[config.mk]
export PLATFORM = sky130hd
export DESIGN_NAME = adcc_control
export DESIGN_NICKNAME = d
export VERILOG_FILES = /design/src/hw/adcc_pkg.sv /design/src/hw/adcc_cmp_if.sv /design/src/hw/adcc_compare.sv /design/src/hw/adcc_trigger_sync.sv /design/src/hw/adcc_control.sv
export SDC_FILE = /design/constraint.sdc
export NUM_CORES = 1
export LEC_CHECK = 0
export BUFFER_PORTS_ARGS = -buffer_cell sky130_fd_sc_hd__buf_2
export CAP_MARGIN = 25
export CORE_MARGIN = 5
export CORE_UTILIZATION = 50
export DETAILED_ROUTE_END_ITERATION = 8
export GPL_ROUTABILITY_DRIVEN = 1
export PLACE_DENSITY = 0.8
export SETUP_SLACK_MARGIN = 0.3
export SLEW_MARGIN = 20
export SYNTH_ARGS = -nofsm -noshare
export SYNTH_HDL_FRONTEND = slang
export SYNTH_SLANG_ARGS = --single-unit
[constraint.sdc]
create_clock -name clk -period 2.1 [get_ports clk]
set_clock_uncertainty 0.05 [all_clocks]
set_input_delay 0.21 -clock clk [delete_from_list [all_inputs] [get_ports clk]]
set_output_delay 0.21 -clock clk [all_outputs]
set_load 0.01 [all_outputs]
[src/hw/adcc_pkg.sv]
// adcc_pkg: register map, field positions, reset values and states of the conversion control
package adcc_pkg;

  localparam int DATA_W   = 8;
  localparam int ADDR_W   = 4;
  localparam int RESULT_W = 12;
  localparam int CHAN_W   = 5;

  // register offsets
  localparam logic [3:0] OFS_STATUS_CONTROL_ONE = 4'h0;
  localparam logic [3:0] OFS_STATUS_CONTROL_TWO = 4'h1;
  localparam logic [3:0] OFS_RESULT_HIGH        = 4'h2;
  localparam logic [3:0] OFS_RESULT_LOW         = 4'h3;
  localparam logic [3:0] OFS_COMPARE_HIGH       = 4'h4;
  localparam logic [3:0] OFS_COMPARE_LOW        = 4'h5;
  localparam logic [3:0] OFS_IRQ_STATUS         = 4'h6;
  localparam logic [3:0] OFS_IRQ_CLEAR          = 4'h7;
  localparam logic [3:0] OFS_IRQ_ENABLE         = 4'h8;

  // first status/control register fields
  localparam int BIT_DONE_FLAG     = 7;
  localparam int BIT_DONE_IRQ_EN   = 6;
  localparam int BIT_CONTINUOUS    = 5;
  localparam int CHAN_MSB          = 4;

  // second status/control register fields
  localparam int BIT_ACTIVE        = 7;
  localparam int BIT_TRIGGER_SEL   = 6;
  localparam int BIT_COMPARE_EN    = 5;
  localparam int BIT_COMPARE_GE    = 4;

  // interrupt status bits
  localparam int IRQ_BIT_DONE      = 0;
  localparam int IRQ_BIT_ABORT     = 1;
  localparam int IRQ_W             = 2;

  // channel codes
  localparam logic [4:0] CHAN_LAST_EXTERNAL = 5'h1B;
  localparam logic [4:0] CHAN_RESERVED      = 5'h1C;
  localparam logic [4:0] CHAN_HIGH_REF      = 5'h1D;
  localparam logic [4:0] CHAN_LOW_REF       = 5'h1E;
  localparam logic [4:0] CHAN_DISABLED      = 5'h1F;

  // reset values
  localparam logic [4:0]  RST_CHANNEL  = 5'h1F;
  localparam logic [11:0] RST_RESULT   = 12'h000;
  localparam logic [11:0] RST_COMPARE  = 12'h000;
  localparam logic [7:0]  RST_READ     = 8'h00;

  typedef enum logic [2:0] {
    ST_IDLE      = 3'b001,
    ST_WAIT_TRIG = 3'b010,
    ST_CONVERT   = 3'b100
  } adcc_state_t;

endpackage

[src/hw/adcc_cmp_if.sv]
// adcc_cmp_if: result and compare settings between control and compare unit
`timescale 1ns/1ps
interface adcc_cmp_if #(
  parameter int RESULT_W = 12
);
  logic [RESULT_W-1:0] result;
  logic [RESULT_W-1:0] compare_value;
  logic                compare_greater_equal;
  logic                match;

  modport ctrl (output result, output compare_value, output compare_greater_equal, input match);
  modport unit (input result, input compare_value, input compare_greater_equal, output match);
endinterface

[src/hw/adcc_compare.sv]
// adcc_compare: evaluates the automatic compare condition for a finished result
`timescale 1ns/1ps
module adcc_compare
  import adcc_pkg::*;
(
  // compare data
  adcc_cmp_if.unit cmp
);

  always_comb begin
    if (cmp.compare_greater_equal) begin
      cmp.match = (cmp.result >= cmp.compare_value);
    end else begin
      cmp.match = (cmp.result < cmp.compare_value);
    end
  end

endmodule

[src/hw/adcc_trigger_sync.sv]
// adcc_trigger_sync: three-stage synchroniser and rising-edge pulse for the hardware trigger
`timescale 1ns/1ps
module adcc_trigger_sync
  import adcc_pkg::*;
(
  // clock and reset
  input  wire logic clk,
  input  wire logic reset_n,
  // trigger
  input  wire logic trigger_async,
  output logic      trigger_pulse
);

  logic stage_one;
  logic stage_two;
  logic stage_three;
  logic level;

  always_ff @(posedge clk) begin
    if (!reset_n) begin
      stage_one   <= 1'b0;
      stage_two   <= 1'b0;
      stage_three <= 1'b0;
    end else begin
      stage_one   <= trigger_async;
      stage_two   <= stage_one;
      stage_three <= stage_two;
    end
  end

  // a change counts only once stages two and three agree
  always_ff @(posedge clk) begin
    if (!reset_n) begin
      level         <= 1'b0;
      trigger_pulse <= 1'b0;
    end else begin
      if (stage_two == stage_three) begin
        level <= stage_three;
      end
      trigger_pulse <= (stage_two == stage_three) && stage_three && !level;
    end
  end

endmodule

[src/hw/adcc_control.sv]
// adcc_control: register file, trigger handling and sequencing of the successive-approximation converter
//
// Our own choices: the address-and-strobe port and the placing of the registers.
`timescale 1ns/1ps

module adcc_control
  import adcc_pkg::*;
#(
  parameter int RES_W = RESULT_W
) (
  // clock and reset
  input  wire logic              clk,
  input  wire logic              reset_n,
  // register port
  input  wire logic [ADDR_W-1:0] reg_addr,
  input  wire logic [DATA_W-1:0] reg_wdata,
  input  wire logic              reg_write,
  input  wire logic              reg_read,
  output logic      [DATA_W-1:0] reg_rdata,
  // hardware trigger from the periodic counter
  input  wire logic              hardware_trigger_in,
  // converter core
  output logic                   conv_start,
  output logic                   conv_abort,
  output logic      [CHAN_W-1:0] conv_channel,
  output logic                   converter_power_on,
  output logic                   input_isolate,
  output logic                   high_reference,
  output logic                   low_reference,
  input  wire logic              conv_done,
  input  wire logic [RES_W-1:0]  conv_result,
  // interrupt
  output logic                   irq
);

  adcc_state_t       state;
  adcc_state_t       next_state;

  logic [CHAN_W-1:0] channel_select;
  logic              continuous_convert_enable;
  logic              done_interrupt_enable;
  logic              conversion_done_flag;
  logic              conversion_active;
  logic              trigger_select;
  logic              compare_enable;
  logic              compare_greater_equal;
  logic [RES_W-1:0]  result;
  logic [RES_W-1:0]  compare_value;
  logic [IRQ_W-1:0]  irq_status;
  logic [IRQ_W-1:0]  irq_enable;

  logic              hw_trigger;
  logic              write_one;
  logic              read_low;
  logic              disable_write;
  logic              finish;
  logic              accept;
  logic              start_now;
  logic              abort_now;
  logic [IRQ_W-1:0]  irq_event;
  logic [CHAN_W-1:0] next_channel;
  // decoded write strobes, one per writable register
  logic              write_two;
  logic              write_cmp_high;
  logic              write_cmp_low;
  logic              write_irq_clear;
  logic              write_irq_enable;

  adcc_cmp_if #(.RESULT_W(RES_W)) cmp_bus ();

  // the trigger comes from another clock domain, so it passes the synchroniser first
  adcc_trigger_sync u_trigger_sync (
    .clk           (clk),
    .reset_n       (reset_n),
    .trigger_async (hardware_trigger_in),
    .trigger_pulse (hw_trigger)
  );

  // the compare unit is purely combinational and looks at the live core result
  adcc_compare u_compare (
    .cmp (cmp_bus.unit)
  );

  assign cmp_bus.result                = conv_result;
  assign cmp_bus.compare_value         = compare_value;
  assign cmp_bus.compare_greater_equal = compare_greater_equal;

  // decode of a register address, used by both write and read paths
  function automatic logic hit(input logic [ADDR_W-1:0] addr, input logic [3:0] ofs);
    hit = (addr == ADDR_W'(ofs));
  endfunction

  // codes that leave the analog inputs cut off: disabled, and the reserved code
  function automatic logic isolated_code(input logic [CHAN_W-1:0] chan);
    isolated_code = (chan == CHAN_DISABLED) || (chan == CHAN_RESERVED);
  endfunction

  assign write_one     = reg_write && hit(reg_addr, OFS_STATUS_CONTROL_ONE);
  assign read_low      = reg_read && hit(reg_addr, OFS_RESULT_LOW);
  assign disable_write = write_one && (reg_wdata[CHAN_MSB:0] == CHAN_DISABLED);

  assign write_two        = reg_write && hit(reg_addr, OFS_STATUS_CONTROL_TWO);
  assign write_cmp_high   = reg_write && hit(reg_addr, OFS_COMPARE_HIGH);
  assign write_cmp_low    = reg_write && hit(reg_addr, OFS_COMPARE_LOW);
  assign write_irq_clear  = reg_write && hit(reg_addr, OFS_IRQ_CLEAR);
  assign write_irq_enable = reg_write && hit(reg_addr, OFS_IRQ_ENABLE);

  // the core must see the channel of a write together with the start it causes, not a cycle later
  always_comb begin
    if (write_one) begin
      next_channel = reg_wdata[CHAN_MSB:0];
    end else begin
      next_channel = channel_select;
    end
  end

  // a completion that meets a write to control one is dropped: the write aborts it
  assign finish        = (state == ST_CONVERT) && conv_done && !write_one;
  // a finished result is taken unless compare is on and its condition fails
  assign accept        = finish && (!compare_enable || cmp_bus.match);
  assign abort_now     = write_one && (state == ST_CONVERT);

  // sequencing
  always_comb begin
    next_state = state;
    start_now  = 1'b0;
    if (write_one) begin
      if (disable_write) begin
        next_state = ST_IDLE;
      end else if (!trigger_select) begin
        next_state = ST_CONVERT;
        start_now  = 1'b1;
      end else begin
        next_state = ST_WAIT_TRIG;
      end
    end else begin
      case (state)
        ST_IDLE: begin
          next_state = ST_IDLE;
        end
        ST_WAIT_TRIG: begin
          if (hw_trigger) begin
            next_state = ST_CONVERT;
            start_now  = 1'b1;
          end
        end
        ST_CONVERT: begin
          // hardware triggers that arrive while converting are dropped, not queued
          if (conv_done) begin
            if (continuous_convert_enable) begin
              next_state = ST_CONVERT;
              start_now  = 1'b1;
            end else if (trigger_select) begin
              next_state = ST_WAIT_TRIG;
            end else begin
              next_state = ST_IDLE;
            end
          end
        end
        default: begin
          next_state = ST_IDLE;
        end
      endcase
    end
  end

  // an unknown code falls back to idle through the default branch
  always_ff @(posedge clk) begin
    if (!reset_n) begin
      state <= ST_IDLE;
    end else begin
      state <= next_state;
    end
  end

  // converter core drive
  always_ff @(posedge clk) begin
    if (!reset_n) begin
      conv_start         <= 1'b0;
      conv_abort         <= 1'b0;
      converter_power_on <= 1'b0;
    end else begin
      conv_start         <= start_now;
      // abort and start come together on a restart; the core lets the start win
      conv_abort         <= abort_now;
      // powered only while converting, low power otherwise
      converter_power_on <= (next_state == ST_CONVERT);
    end
  end

  // channel routing; reserved codes pass through and give whatever the core returns
  // these follow next_channel so they change in the same cycle as conv_start
  always_ff @(posedge clk) begin
    if (!reset_n) begin
      conv_channel   <= RST_CHANNEL;
      input_isolate  <= 1'b1;
      high_reference <= 1'b0;
      low_reference  <= 1'b0;
    end else begin
      conv_channel   <= next_channel;
      input_isolate  <= isolated_code(next_channel);
      high_reference <= (next_channel == CHAN_HIGH_REF);
      low_reference  <= (next_channel == CHAN_LOW_REF);
    end
  end

  // first status/control register
  always_ff @(posedge clk) begin
    if (!reset_n) begin
      channel_select            <= RST_CHANNEL;
      continuous_convert_enable <= 1'b0;
      done_interrupt_enable     <= 1'b0;
    end else if (write_one) begin
      channel_select            <= reg_wdata[CHAN_MSB:0];
      continuous_convert_enable <= reg_wdata[BIT_CONTINUOUS];
      done_interrupt_enable     <= reg_wdata[BIT_DONE_IRQ_EN];
    end
  end

  // done flag: a completion in the same cycle as a low-byte read still sets it
  always_ff @(posedge clk) begin
    if (!reset_n) begin
      conversion_done_flag <= 1'b0;
    end else if (accept) begin
      conversion_done_flag <= 1'b1;
    end else if (write_one || read_low) begin
      conversion_done_flag <= 1'b0;
    end
  end

  // second status/control register
  always_ff @(posedge clk) begin
    if (!reset_n) begin
      trigger_select        <= 1'b0;
      compare_enable        <= 1'b0;
      compare_greater_equal <= 1'b0;
    end else if (write_two) begin
      trigger_select        <= reg_wdata[BIT_TRIGGER_SEL];
      compare_enable        <= reg_wdata[BIT_COMPARE_EN];
      compare_greater_equal <= reg_wdata[BIT_COMPARE_GE];
    end
  end

  // follows the next state, so an abort-and-restart keeps it high without a gap
  always_ff @(posedge clk) begin
    if (!reset_n) begin
      conversion_active <= 1'b0;
    end else begin
      conversion_active <= (next_state == ST_CONVERT);
    end
  end

  // compare value, split into high nibble and low byte
  always_ff @(posedge clk) begin
    if (!reset_n) begin
      compare_value <= RST_COMPARE;
    end else if (write_cmp_high) begin
      compare_value[RES_W-1:DATA_W] <= reg_wdata[RES_W-DATA_W-1:0];
    end else if (write_cmp_low) begin
      compare_value[DATA_W-1:0] <= reg_wdata;
    end
  end

  // stored raw; no difference against the compare value is formed
  always_ff @(posedge clk) begin
    if (!reset_n) begin
      result <= RST_RESULT;
    end else if (accept) begin
      result <= conv_result;
    end
  end

  // interrupt status: events are sticky, set beats clear
  assign irq_event[IRQ_BIT_DONE]  = accept && done_interrupt_enable;
  // an abort is reported even while the done interrupt is disabled
  assign irq_event[IRQ_BIT_ABORT] = abort_now;

  always_ff @(posedge clk) begin
    if (!reset_n) begin
      irq_status <= '0;
    end else if (write_irq_clear) begin
      irq_status <= (irq_status & ~reg_wdata[IRQ_W-1:0]) | irq_event;
    end else begin
      irq_status <= irq_status | irq_event;
    end
  end

  // same layout as the status register
  always_ff @(posedge clk) begin
    if (!reset_n) begin
      irq_enable <= '0;
    end else if (write_irq_enable) begin
      irq_enable <= reg_wdata[IRQ_W-1:0];
    end
  end

  // registered, so the line follows the status by one cycle
  always_ff @(posedge clk) begin
    if (!reset_n) begin
      irq <= 1'b0;
    end else begin
      irq <= |(irq_status & irq_enable);
    end
  end

  // read data in the cycle after the strobe; unmapped addresses read zero
  always_ff @(posedge clk) begin
    if (!reset_n) begin
      reg_rdata <= RST_READ;
    end else if (!reg_read) begin
      reg_rdata <= RST_READ;
    end else if (hit(reg_addr, OFS_STATUS_CONTROL_ONE)) begin
      reg_rdata <= {conversion_done_flag, done_interrupt_enable, continuous_convert_enable, channel_select};
    end else if (hit(reg_addr, OFS_STATUS_CONTROL_TWO)) begin
      reg_rdata <= {conversion_active, trigger_select, compare_enable, compare_greater_equal, 4'h0};
    end else if (hit(reg_addr, OFS_RESULT_HIGH)) begin
      reg_rdata <= {4'h0, result[RES_W-1:DATA_W]};
    end else if (hit(reg_addr, OFS_RESULT_LOW)) begin
      reg_rdata <= result[DATA_W-1:0];
    end else if (hit(reg_addr, OFS_COMPARE_HIGH)) begin
      reg_rdata <= {4'h0, compare_value[RES_W-1:DATA_W]};
    end else if (hit(reg_addr, OFS_COMPARE_LOW)) begin
      reg_rdata <= compare_value[DATA_W-1:0];
    end else if (hit(reg_addr, OFS_IRQ_STATUS)) begin
      reg_rdata <= {6'h00, irq_status};
    end else if (hit(reg_addr, OFS_IRQ_ENABLE)) begin
      reg_rdata <= {6'h00, irq_enable};
    end else begin
      reg_rdata <= RST_READ;
    end
  end

endmodule

==> tab_implementation.tex, run 1 <==
\begin{tabular}{lr}
\hline
Metric & Value \\
\hline
\multicolumn{2}{l}{\textbf{Timing}} \\
Min setup slack post-route & approximately 0.050 ns \\
Top achievable clock speed & about 490 MHz \\
Final count of hold timing violations & 0 \\
Rel. slew slack & $\sim$62\% \\
Final max-slew violation count & 0 \\
Least-Margin Pin Slew & roughly 0.56 ns \\
Setup repair after global routing missed its margin & true \\
Final count of negative-setup-slack endpoints & 0 \\
Crit share post-route & a little over nine tenths \\
Minimum clock period & 2.050 ns \\
\multicolumn{2}{l}{\textbf{Power and ir drop}} \\
Cell internal pwr & 1901 uW \\
Leakage & $\sim$0.0015 uW \\
Net Switching & $\sim$610 uW \\
Max rail drop VDD & approximately 470 uV \\
Combinational share of power & 9.3\% \\
Switching portion of total power & between 20\% and 30\% \\
Share of total power in the clock network & a little over two fifths \\
Post-layout power & 2507 uW \\
Power density cells & around 650 mW/mm\^{}2 \\
Part of the power in registers & between 40\% and 50\% \\
\multicolumn{2}{l}{\textbf{Clock network}} \\
CTS sink cnt & between 60 and 70 \\
CTS tree & built \\
Clock buffers created by TritonCTS & 9 \\
Total of hold buffers inserted after clock tree synthesis & 0 \\
Number of levels in the clock H-tree & 3 \\
Clock slew at the register clock pins of the worst setup and hold paths & $\sim$0.07 ns \\
Largest buffer count on any clock path & 2 \\
CTS Root Buffer Type & sky130\_fd\_sc\_hd\_\_clkbuf\_8 \\
Clock latency on the worst-skew pair & between 0.3 and 0.4 ns \\
\multicolumn{2}{l}{\textbf{Synth}} \\
Prevailing post-synth register cell & sky130\_fd\_sc\_hd\_\_dfxtp\_1 \\
Synthesized flop and latch total & 62 \\
Fraction of post-synthesis cell area in the top cell type by area & 41.09\% \\
Number of warnings issued by yosys & 0 \\
Count of unique library cells instantiated by Yosys & 44 \\
Gate Count Post-Synth & between 300 and 400 \\
Post-synthesis cell type with the largest combined area & sky130\_fd\_sc\_hd\_\_dfxtp\_1 \\
Cell Area, Synth & approximately 0.003 sq mm \\
Proportion of synthesized chip area in sequential cells & about two fifths \\
Post-synthesis xor/xnor area fraction & 0.2900\% \\
Mean area per synthesized cell & around 8.8 sq um \\
Synth top area cells & sky130\_fd\_sc\_hd\_\_dfxtp\_1, sky130\_fd\_sc\_hd\_\_mux2i\_1, sky130\_fd\_sc\_hd\_\_nand2\_1 \\
Async SR Flop Fraction & 0\% \\
Main combinational cell family by area after synthesis & simple AND/OR/NAND/NOR gates \\
Post-synthesis share of cell area spent on and, or, nand and nor gates & roughly 26\% \\
Number of flops mapped to enable cells by yosys & 0 \\
Synthesized-area fraction occupied by ao, oa, aoi and oai cells & between 10 and 15\% \\
Post-synthesis mux area share & under 10\% \\
Synthesized net count & 385 \\
Share of synthesized cell area in full adder, half adder and majority cells & under 10\% \\
\multicolumn{2}{l}{\textbf{Worst setup path}} \\
Critical-path maximum fanout & 5 \\
Logic depth of the worst register-to-register path & 10 \\
Endpoint type of the worst setup path & register \\
Critical R2R Launch & cmp\_bus.compare\_value[7]\$\_SDFFE\_PN0P\_ \\
R2R Path End & irq\_status[0]\$\_SDFF\_PN0\_ \\
Startpoint kind of the worst setup timing path & register \\
Critical path origin & cmp\_bus.compare\_value[7]\$\_SDFFE\_PN0P\_ \\
Reg2Reg Setup Slack & 0.05 ns \\
Worst path required time & between 2 and 2.5 ns \\
Arrival time reported for the critical path endpoint & between 2 and 2.5 ns \\
CP endpoint & irq\_status[0]\$\_SDFF\_PN0\_ \\
Start-to-end type of the worst setup path & reg -> reg \\
\multicolumn{2}{l}{\textbf{Drt}} \\
Detailed router's first-iteration violation count & 193 \\
Drt via density & approximately 5.6 \\
Total via count after detailed routing & 2,714 \\
Count of unresolved DRC violations after routing & 0 \\
First-pass iteration count of the detailed router & 4 \\
Number of antenna-violating nets in the routed design & 0 \\
Routed WL per cell & 15.91 um \\
Detailed Route WL & just under 8 mm \\
\multicolumn{2}{l}{\textbf{Placement}} \\
Placer's final routability congestion estimate & $\sim$0.94 \\
Pre-CTS worst setup slack & 0.1586 ns \\
IO buf count & between 40 and 50 \\
Total half-perimeter wirelength after legalization and detailed placement & around 5.5 mm \\
\multicolumn{2}{l}{\textbf{Floorplanning}} \\
Initial core utilization & between 50\% and 60\% \\
Area of the die & a little under 0.008 sq mm \\
Cell Rows & 28 \\
Floorplan Core Area & 0.005886 sq mm \\
Die Y-Extent & slightly below 90 um \\
DIE WIDTH & a little under 90 um \\
Count of boundary I/O pins & 50 \\
\multicolumn{2}{l}{\textbf{Finish}} \\
Highest-count cells in the layout ignoring fill and taps & sky130\_fd\_sc\_hd\_\_nand2\_1, sky130\_fd\_sc\_hd\_\_dfxtp\_1, sky130\_fd\_sc\_hd\_\_buf\_2 \\
Net count, final & 448 \\
Most common library cell in the layout ignoring fill and taps & sky130\_fd\_sc\_hd\_\_nand2\_1 \\
Finished Core Util & $\sim$65\% \\
Share of layout cells above drive strength 1 & between 30\% and 40\% \\
Area overhead of the layout relative to synthesis & 26.97\% \\
Antenna diode count & 0 \\
\multicolumn{2}{l}{\textbf{Worst hold path}} \\
Min-Delay Path Class & in -> reg \\
Worst Min Path Start & hardware\_trigger\_in \\
\multicolumn{2}{l}{\textbf{Global routing}} \\
Maximum number of pins on one net before global-route repair & 31 \\
Number of antenna violations at the first check in global routing & 0 \\
Via count of the first global-routing pass & 2,559 \\
Global-route congestion overflow total & 0 \\
Global-route usage over all layers & 20.70\% \\
Global-route wire length before repair & between 10 and 15 mm \\
\multicolumn{2}{l}{\textbf{Outcome}} \\
Status & finished clean \\
\multicolumn{2}{l}{\textbf{Flow run}} \\
Max-Cap Viols & 0 \\
\hline
\end{tabular}
## metal layers
layer,up-vias,share of wire [%],GRT usage [%]
met5,-,0,0
li1,1327,-,-
met3,26,6.4,4.139
met4,0,3.6,12.41
met2,107,47,32.19
met1,1254,43,26.44
## flip-flops by register name (all words and copies together), names as in the netlist, 2 cells and up
name                   count
irq_enable                 2
channel_select             5
cmp_bus.compare_value     12
result                    12
irq_status                 2
state                      3
reg_rdata                  8
## cell families (layout without fill, tap and decap cells)
| logic type | Yosys count | after routing |
|---|---|---|
| AOI/OAI and AO/OA | 62 | 62 |
| xor gates and xnor gates | 1 | 1 |
| adders and majority gates | 13 | 13 |
| buffers and inverters | 31 | 99 |
| DFF | 62 | 62 |
| muxes | 26 | 26 |
| and+or+nand+nor | 147 | 147 |
## worst min-delay path by stage
stage / to / slack (ns) / depth (start not counted)
after floorplan: channel_select[2]$_SDFF_PN1_ / 0.28 / 2
after global routing: u_trigger_sync.stage_one$_SDFF_PN0_ / 0.04 / 2
after CTS: u_trigger_sync.stage_one$_SDFF_PN0_ / 0.02 / 2
after detailed placement: u_trigger_sync.trigger_pulse$_SDFF_PN0_ / 0.36 / 1
after global placement: u_trigger_sync.trigger_pulse$_SDFF_PN0_ / 0.35 / 1
final: u_trigger_sync.stage_one$_SDFF_PN0_ / 0.03 / 2
## final cells by class
cell class,instances,area (sq um)
repair buffers,70,440.4
fillers,479,2051
clock buffers,13,158.9
flip-flops and latches,62,1255
multi-input cells,249,1795
inverters,13,48.80
well taps,75,93.84
clock inverters,3,42.54
## worst max-delay path, stage by stage, from the launching register on
cell,delay [ns]
sky130_fd_sc_hd__dfxtp_2,0.35
sky130_fd_sc_hd__inv_2,0.05
sky130_fd_sc_hd__ha_4,0.27
sky130_fd_sc_hd__and4_1,0.22
sky130_fd_sc_hd__nand3_2,0.08
sky130_fd_sc_hd__a21o_1,0.18
sky130_fd_sc_hd__a21oi_2,0.19
sky130_fd_sc_hd__nor3b_4,0.06
sky130_fd_sc_hd__buf_6,0.13
sky130_fd_sc_hd__clkbuf_16,0.15
sky130_fd_sc_hd__a31o_4,0.21
## timing repair
item                                   4_1_cts  5_1_grt
endpoints found under the hold margin        0        0
cloned                                       0        1
gates resized for setup                      4       10
buffers inserted                             8        4
pin swaps                                    3       14
setup endpoints to repair                   14       14
## power by group through the flow
stage	logic, uW	registers [uW]	clock network (uW)
final	234	1200	1070
after detailed placement	214	1230	0
after global routing	259	1200	1150
after CTS	220	1200	1080
after floorplan	132	1230	0
after global placement	210	1230	0
## cell usage after synthesis (all sizes together), types with 4 or more instances
master  count
ha         13
nor3b       6
mux2i      26
and3        6
nand4       5
inv        13
clkbuf     11
nand3      11
and2        4
dfxtp      62
nor3        5
nor2       15
a31oi       5
o21ai      10
nand2      60
o211ai      6
a22oi      14
buf         7
nand2b      5
a21oi      10
a21boi      6
nor2b      23
## per-stage QoR
stage               TNS [ns]  cell area (sq um)  hold WS, ns  cells
floorplan                  0               3123       0.2840    342
global placement           0               3445       0.3493    456
detailed placement         0               3445       0.3633    456
CTS                        0               3715      0.01897    480
global route         -0.2608               3835      0.03745    485
finish                     0               3835      0.03093    485
(Power assumes the default switching activity.)
==> run 2, diff against run 1 <==
--- a/config.mk
+++ b/config.mk
@@ -8,10 +8,11 @@
 export BUFFER_PORTS_ARGS = -buffer_cell sky130_fd_sc_hd__buf_2
 export CAP_MARGIN = 25
 export CORE_MARGIN = 5
-export CORE_UTILIZATION = 50
+export CORE_UTILIZATION = 56
+export CTS_BUF_LIST = sky130_fd_sc_hd__clkbuf_16
 export DETAILED_ROUTE_END_ITERATION = 8
 export GPL_ROUTABILITY_DRIVEN = 1
-export PLACE_DENSITY = 0.8
+export PLACE_DENSITY = 0.84
 export SETUP_SLACK_MARGIN = 0.3
 export SLEW_MARGIN = 20
 export SYNTH_ARGS = -nofsm -noshare
==> constraint.sdc (replaced) <==
create_clock -name clk -period 1.9 [get_ports clk]
set_clock_uncertainty 0.05 [all_clocks]
set_input_delay 0.19 -clock clk [delete_from_list [all_inputs] [get_ports clk]]
set_output_delay 0.19 -clock clk [all_outputs]
set_load 0.01 [all_outputs]
==> run 2 against run 1 <==
- critical endpoint is now result[10]$_SDFFE_PN0P_
- clock-buffer cell count is 4 lower
- fmax is 0.48% higher
- the flow now finishes with violations (negative setup slack)
- largest cell class unchanged
- hold slack worse by 0.017 ns
==> tab_implementation.tex, run 2 (synthesis results as in run 1) <==
\begin{tabular}{lr}
\hline
Metric & Value \\
\hline
\multicolumn{2}{l}{\textbf{Outcome}} \\
Status & complete, but fails checks \\
Violations in the final reports & negative setup slack \\
\multicolumn{2}{l}{\textbf{Floorplanning}} \\
Floorplan Core Area & 0.005172 sq mm (-12\%) \\
Cell Rows & 26 (-7.1\%) \\
Die Y-Extent & 83.44 um (-4.9\%) \\
DIE WIDTH & 83.44 um (-4.9\%) \\
Count of boundary I/O pins & 50 (unchanged) \\
Area of the die & 0.006962 sq mm (-9.5\%) \\
Initial core utilization & 58.39\% (+7.1 points) \\
\multicolumn{2}{l}{\textbf{Timing}} \\
Setup repair after global routing missed its margin & true \\
Min setup slack post-route & -0.1402 ns (-0.1903 ns) \\
Minimum clock period & 2.040 ns (-0.009715 ns) \\
Final count of hold timing violations & 0 (unchanged) \\
Least-Margin Pin Slew & 0.5745 ns (+0.009873 ns) \\
Rel. slew slack & 61.49\% (-0.74 points) \\
Final max-slew violation count & 0 (unchanged) \\
Top achievable clock speed & 490.2 MHz (+0.48\%) \\
Crit share post-route & 107.4\% (+9.8 points) \\
Fin Hold WS & 0.01372 ns (-0.01722 ns) \\
Final count of negative-setup-slack endpoints & 14 (+14) \\
\multicolumn{2}{l}{\textbf{Finish}} \\
Fin cells & 489 (+0.82\%) \\
Regs by FF count & cmp\_bus.compare\_value: 12 flops, result: 12 flops, reg\_rdata: 8 flops \\
Area overhead of the layout relative to synthesis & 32.44\% \\
Antenna diode count & 0 (unchanged) \\
Most common library cell in the layout ignoring fill and taps & sky130\_fd\_sc\_hd\_\_nand2\_1 \\
Net count, final & 457 (+2.0\%) \\
Highest-count cells in the layout ignoring fill and taps & sky130\_fd\_sc\_hd\_\_nand2\_1, sky130\_fd\_sc\_hd\_\_dfxtp\_1, sky130\_fd\_sc\_hd\_\_buf\_2 \\
Share of layout cells above drive strength 1 & 34.13\% (+2.7 points) \\
\multicolumn{2}{l}{\textbf{Global routing}} \\
Global-route congestion overflow total & 0 (unchanged) \\
Maximum number of pins on one net before global-route repair & 32 (+3.2\%) \\
Global-route wire length before repair & 14.00 mm (+14\%) \\
Via count of the first global-routing pass & 2,817 (+10\%) \\
Number of antenna violations at the first check in global routing & 0 (unchanged) \\
Global-route usage over all layers & 25.20\% (+4.5 points) \\
\multicolumn{2}{l}{\textbf{Drt}} \\
First-pass iteration count of the detailed router & 5 (+1) \\
Count of unresolved DRC violations after routing & 0 (unchanged) \\
Detailed router's first-iteration violation count & 409 (+110\%) \\
Number of antenna-violating nets in the routed design & 0 (unchanged) \\
Routed WL per cell & 17.75 um (+12\%) \\
Detailed Route WL & 8.682 mm (+13\%) \\
Total via count after detailed routing & 2,905 (+7.0\%) \\
Drt via density & 5.941 (+6.2\%) \\
\multicolumn{2}{l}{\textbf{Clock network}} \\
Clock buffers created by TritonCTS & 9 (unchanged) \\
CTS sink cnt & 62 (unchanged) \\
Largest buffer count on any clock path & 2 (unchanged) \\
CTS tree & built \\
Total of hold buffers inserted after clock tree synthesis & 0 (unchanged) \\
Number of levels in the clock H-tree & 3 (unchanged) \\
Clock slew at the register clock pins of the worst setup and hold paths & 0.05 ns (-0.02 ns) \\
Clock latency on the worst-skew pair & 0.33 ns (about the same) \\
CTS Root Buffer Type & sky130\_fd\_sc\_hd\_\_clkbuf\_16 \\
\multicolumn{2}{l}{\textbf{Power and ir drop}} \\
Max rail drop VDD & 483.0 uV (+1.7\%) \\
Leakage & 0.001540 uW (+6.0\%) \\
Power density cells & 798.3 mW/mm\^{}2 (+22\%) \\
\multicolumn{2}{l}{\textbf{Placement}} \\
Number of placed instances, taps included & 460 (+0.88\%) \\
Placer's final routability congestion estimate & 0.9779 (+4.6\%) \\
Total half-perimeter wirelength after legalization and detailed placement & 5.556 mm (+1.9\%) \\
Pre-CTS worst setup slack & -0.05010 ns (-0.2087 ns) \\
IO buf count & 49 (unchanged) \\
\multicolumn{2}{l}{\textbf{Worst setup path}} \\
Reg2Reg Setup Slack & -0.14 ns (-0.19 ns) \\
Critical-path maximum fanout & 5 (unchanged) \\
Startpoint kind of the worst setup timing path & register \\
Max stage delay cell, worst path & sky130\_fd\_sc\_hd\_\_dfxtp\_2 \\
Top Family by Delay on Critical Path & simple AND/OR/NAND/NOR gates \\
Worst path required time & 2.10 ns (-0.19 ns) \\
Start-to-end type of the worst setup path & reg -> reg \\
Worst stage delay on the critical path & 0.35 ns (about the same) \\
Endpoint type of the worst setup path & register \\
Bufs and invs on worst path & 3 (unchanged) \\
Arrival time reported for the critical path endpoint & 2.24 ns (about the same) \\
List of cells traversed by the critical path & inv\_2 > ha\_4 > and3\_4 > nand3\_2 > a21o\_1 > nand4\_1 > nor3b\_4 > buf\_4 > buf\_12 > mux2i\_1 \\
\multicolumn{2}{l}{\textbf{Worst hold path}} \\
Min-Delay Path Class & in -> reg \\
\multicolumn{2}{l}{\textbf{Flow run}} \\
Max-Cap Viols & 0 (unchanged) \\
\hline
\end{tabular}
run 2: cell count changes in the layout (fill, tap and decap cells not counted), sizes merged:
cell      change
buf          +10
clkbuf        -5
clkinv        +3
clkinvlp      +1
run 2: through the flow:
step	util, %	setup TNS, ns	area (sq um)	total power, uW
after global routing	77.33	-2.614	4000	3280
after global placement	67.78	-0.01784	3506	1591
after CTS	77.12	-0.6037	3989	3174
final	77.33	-1.341	4000	3193
after detailed placement	67.78	-0.3516	3506	1598
after floorplan	-	-0.02110	3123	1501
run 2: worst reg2reg max path: cells and delay by family (launching register included):
family	cells	cell delay (ns)
fa+ha+maj	1	0.27
compound gates	1	0.18
buf+inv	3	0.33
simple gates	4	0.57
mux	1	0.20
flops	1	0.35
run 2: power breakdown:
group | switching, uW | internal, uW
Clock | 585 | 1000
Combinational | 160 | 118
Sequential | 10.6 | 1320
Total | 755 | 2440
run 2: area by class of cell:
type / instances / area (sq um)
inverters: 13 / 48.80
fillers: 321 / 1172
well taps: 70 / 87.58
flip-flops and latches: 62 / 1254
multi-input cells: 249 / 1809
repair buffers: 79 / 510.5
clock buffers: 9 / 225.2
clock inverters: 7 / 65.06
run 2: layer usage:
metal / GRT usage [%] / part of all wire, % / vias to the layer above
met5: 0 / 0 / -
met4: 16.67 / 5.2 / 0
met3: 6.733 / 9.2 / 47
met2: 39.14 / 46 / 187
met1: 30.49 / 39 / 1327
li1: - / - / 1344
run 2: path summary, 6_finish.rpt:
| check | start | to | cells after the start |
|---|---|---|---|
| worst max-delay path | cmp_bus.compare_value[10]$_SDFFE_PN0P_ | result[10]$_SDFFE_PN0P_ | 10 |
| worst min-delay path | hardware_trigger_in | u_trigger_sync.stage_one$_SDFF_PN0_ | 2 |
| worst max register to register | cmp_bus.compare_value[10]$_SDFFE_PN0P_ | result[10]$_SDFFE_PN0P_ | 10 |
| worst min register to register | u_trigger_sync.level$_SDFFE_PN0N_ | u_trigger_sync.trigger_pulse$_SDFF_PN0_ | 1 |
run 2: timing repair:
action	in CTS	in global routing
buffers inserted	11	1
setup endpoints to repair	14	14
pin swaps	15	9
gates resized for setup	16	1
gates cloned	1	0
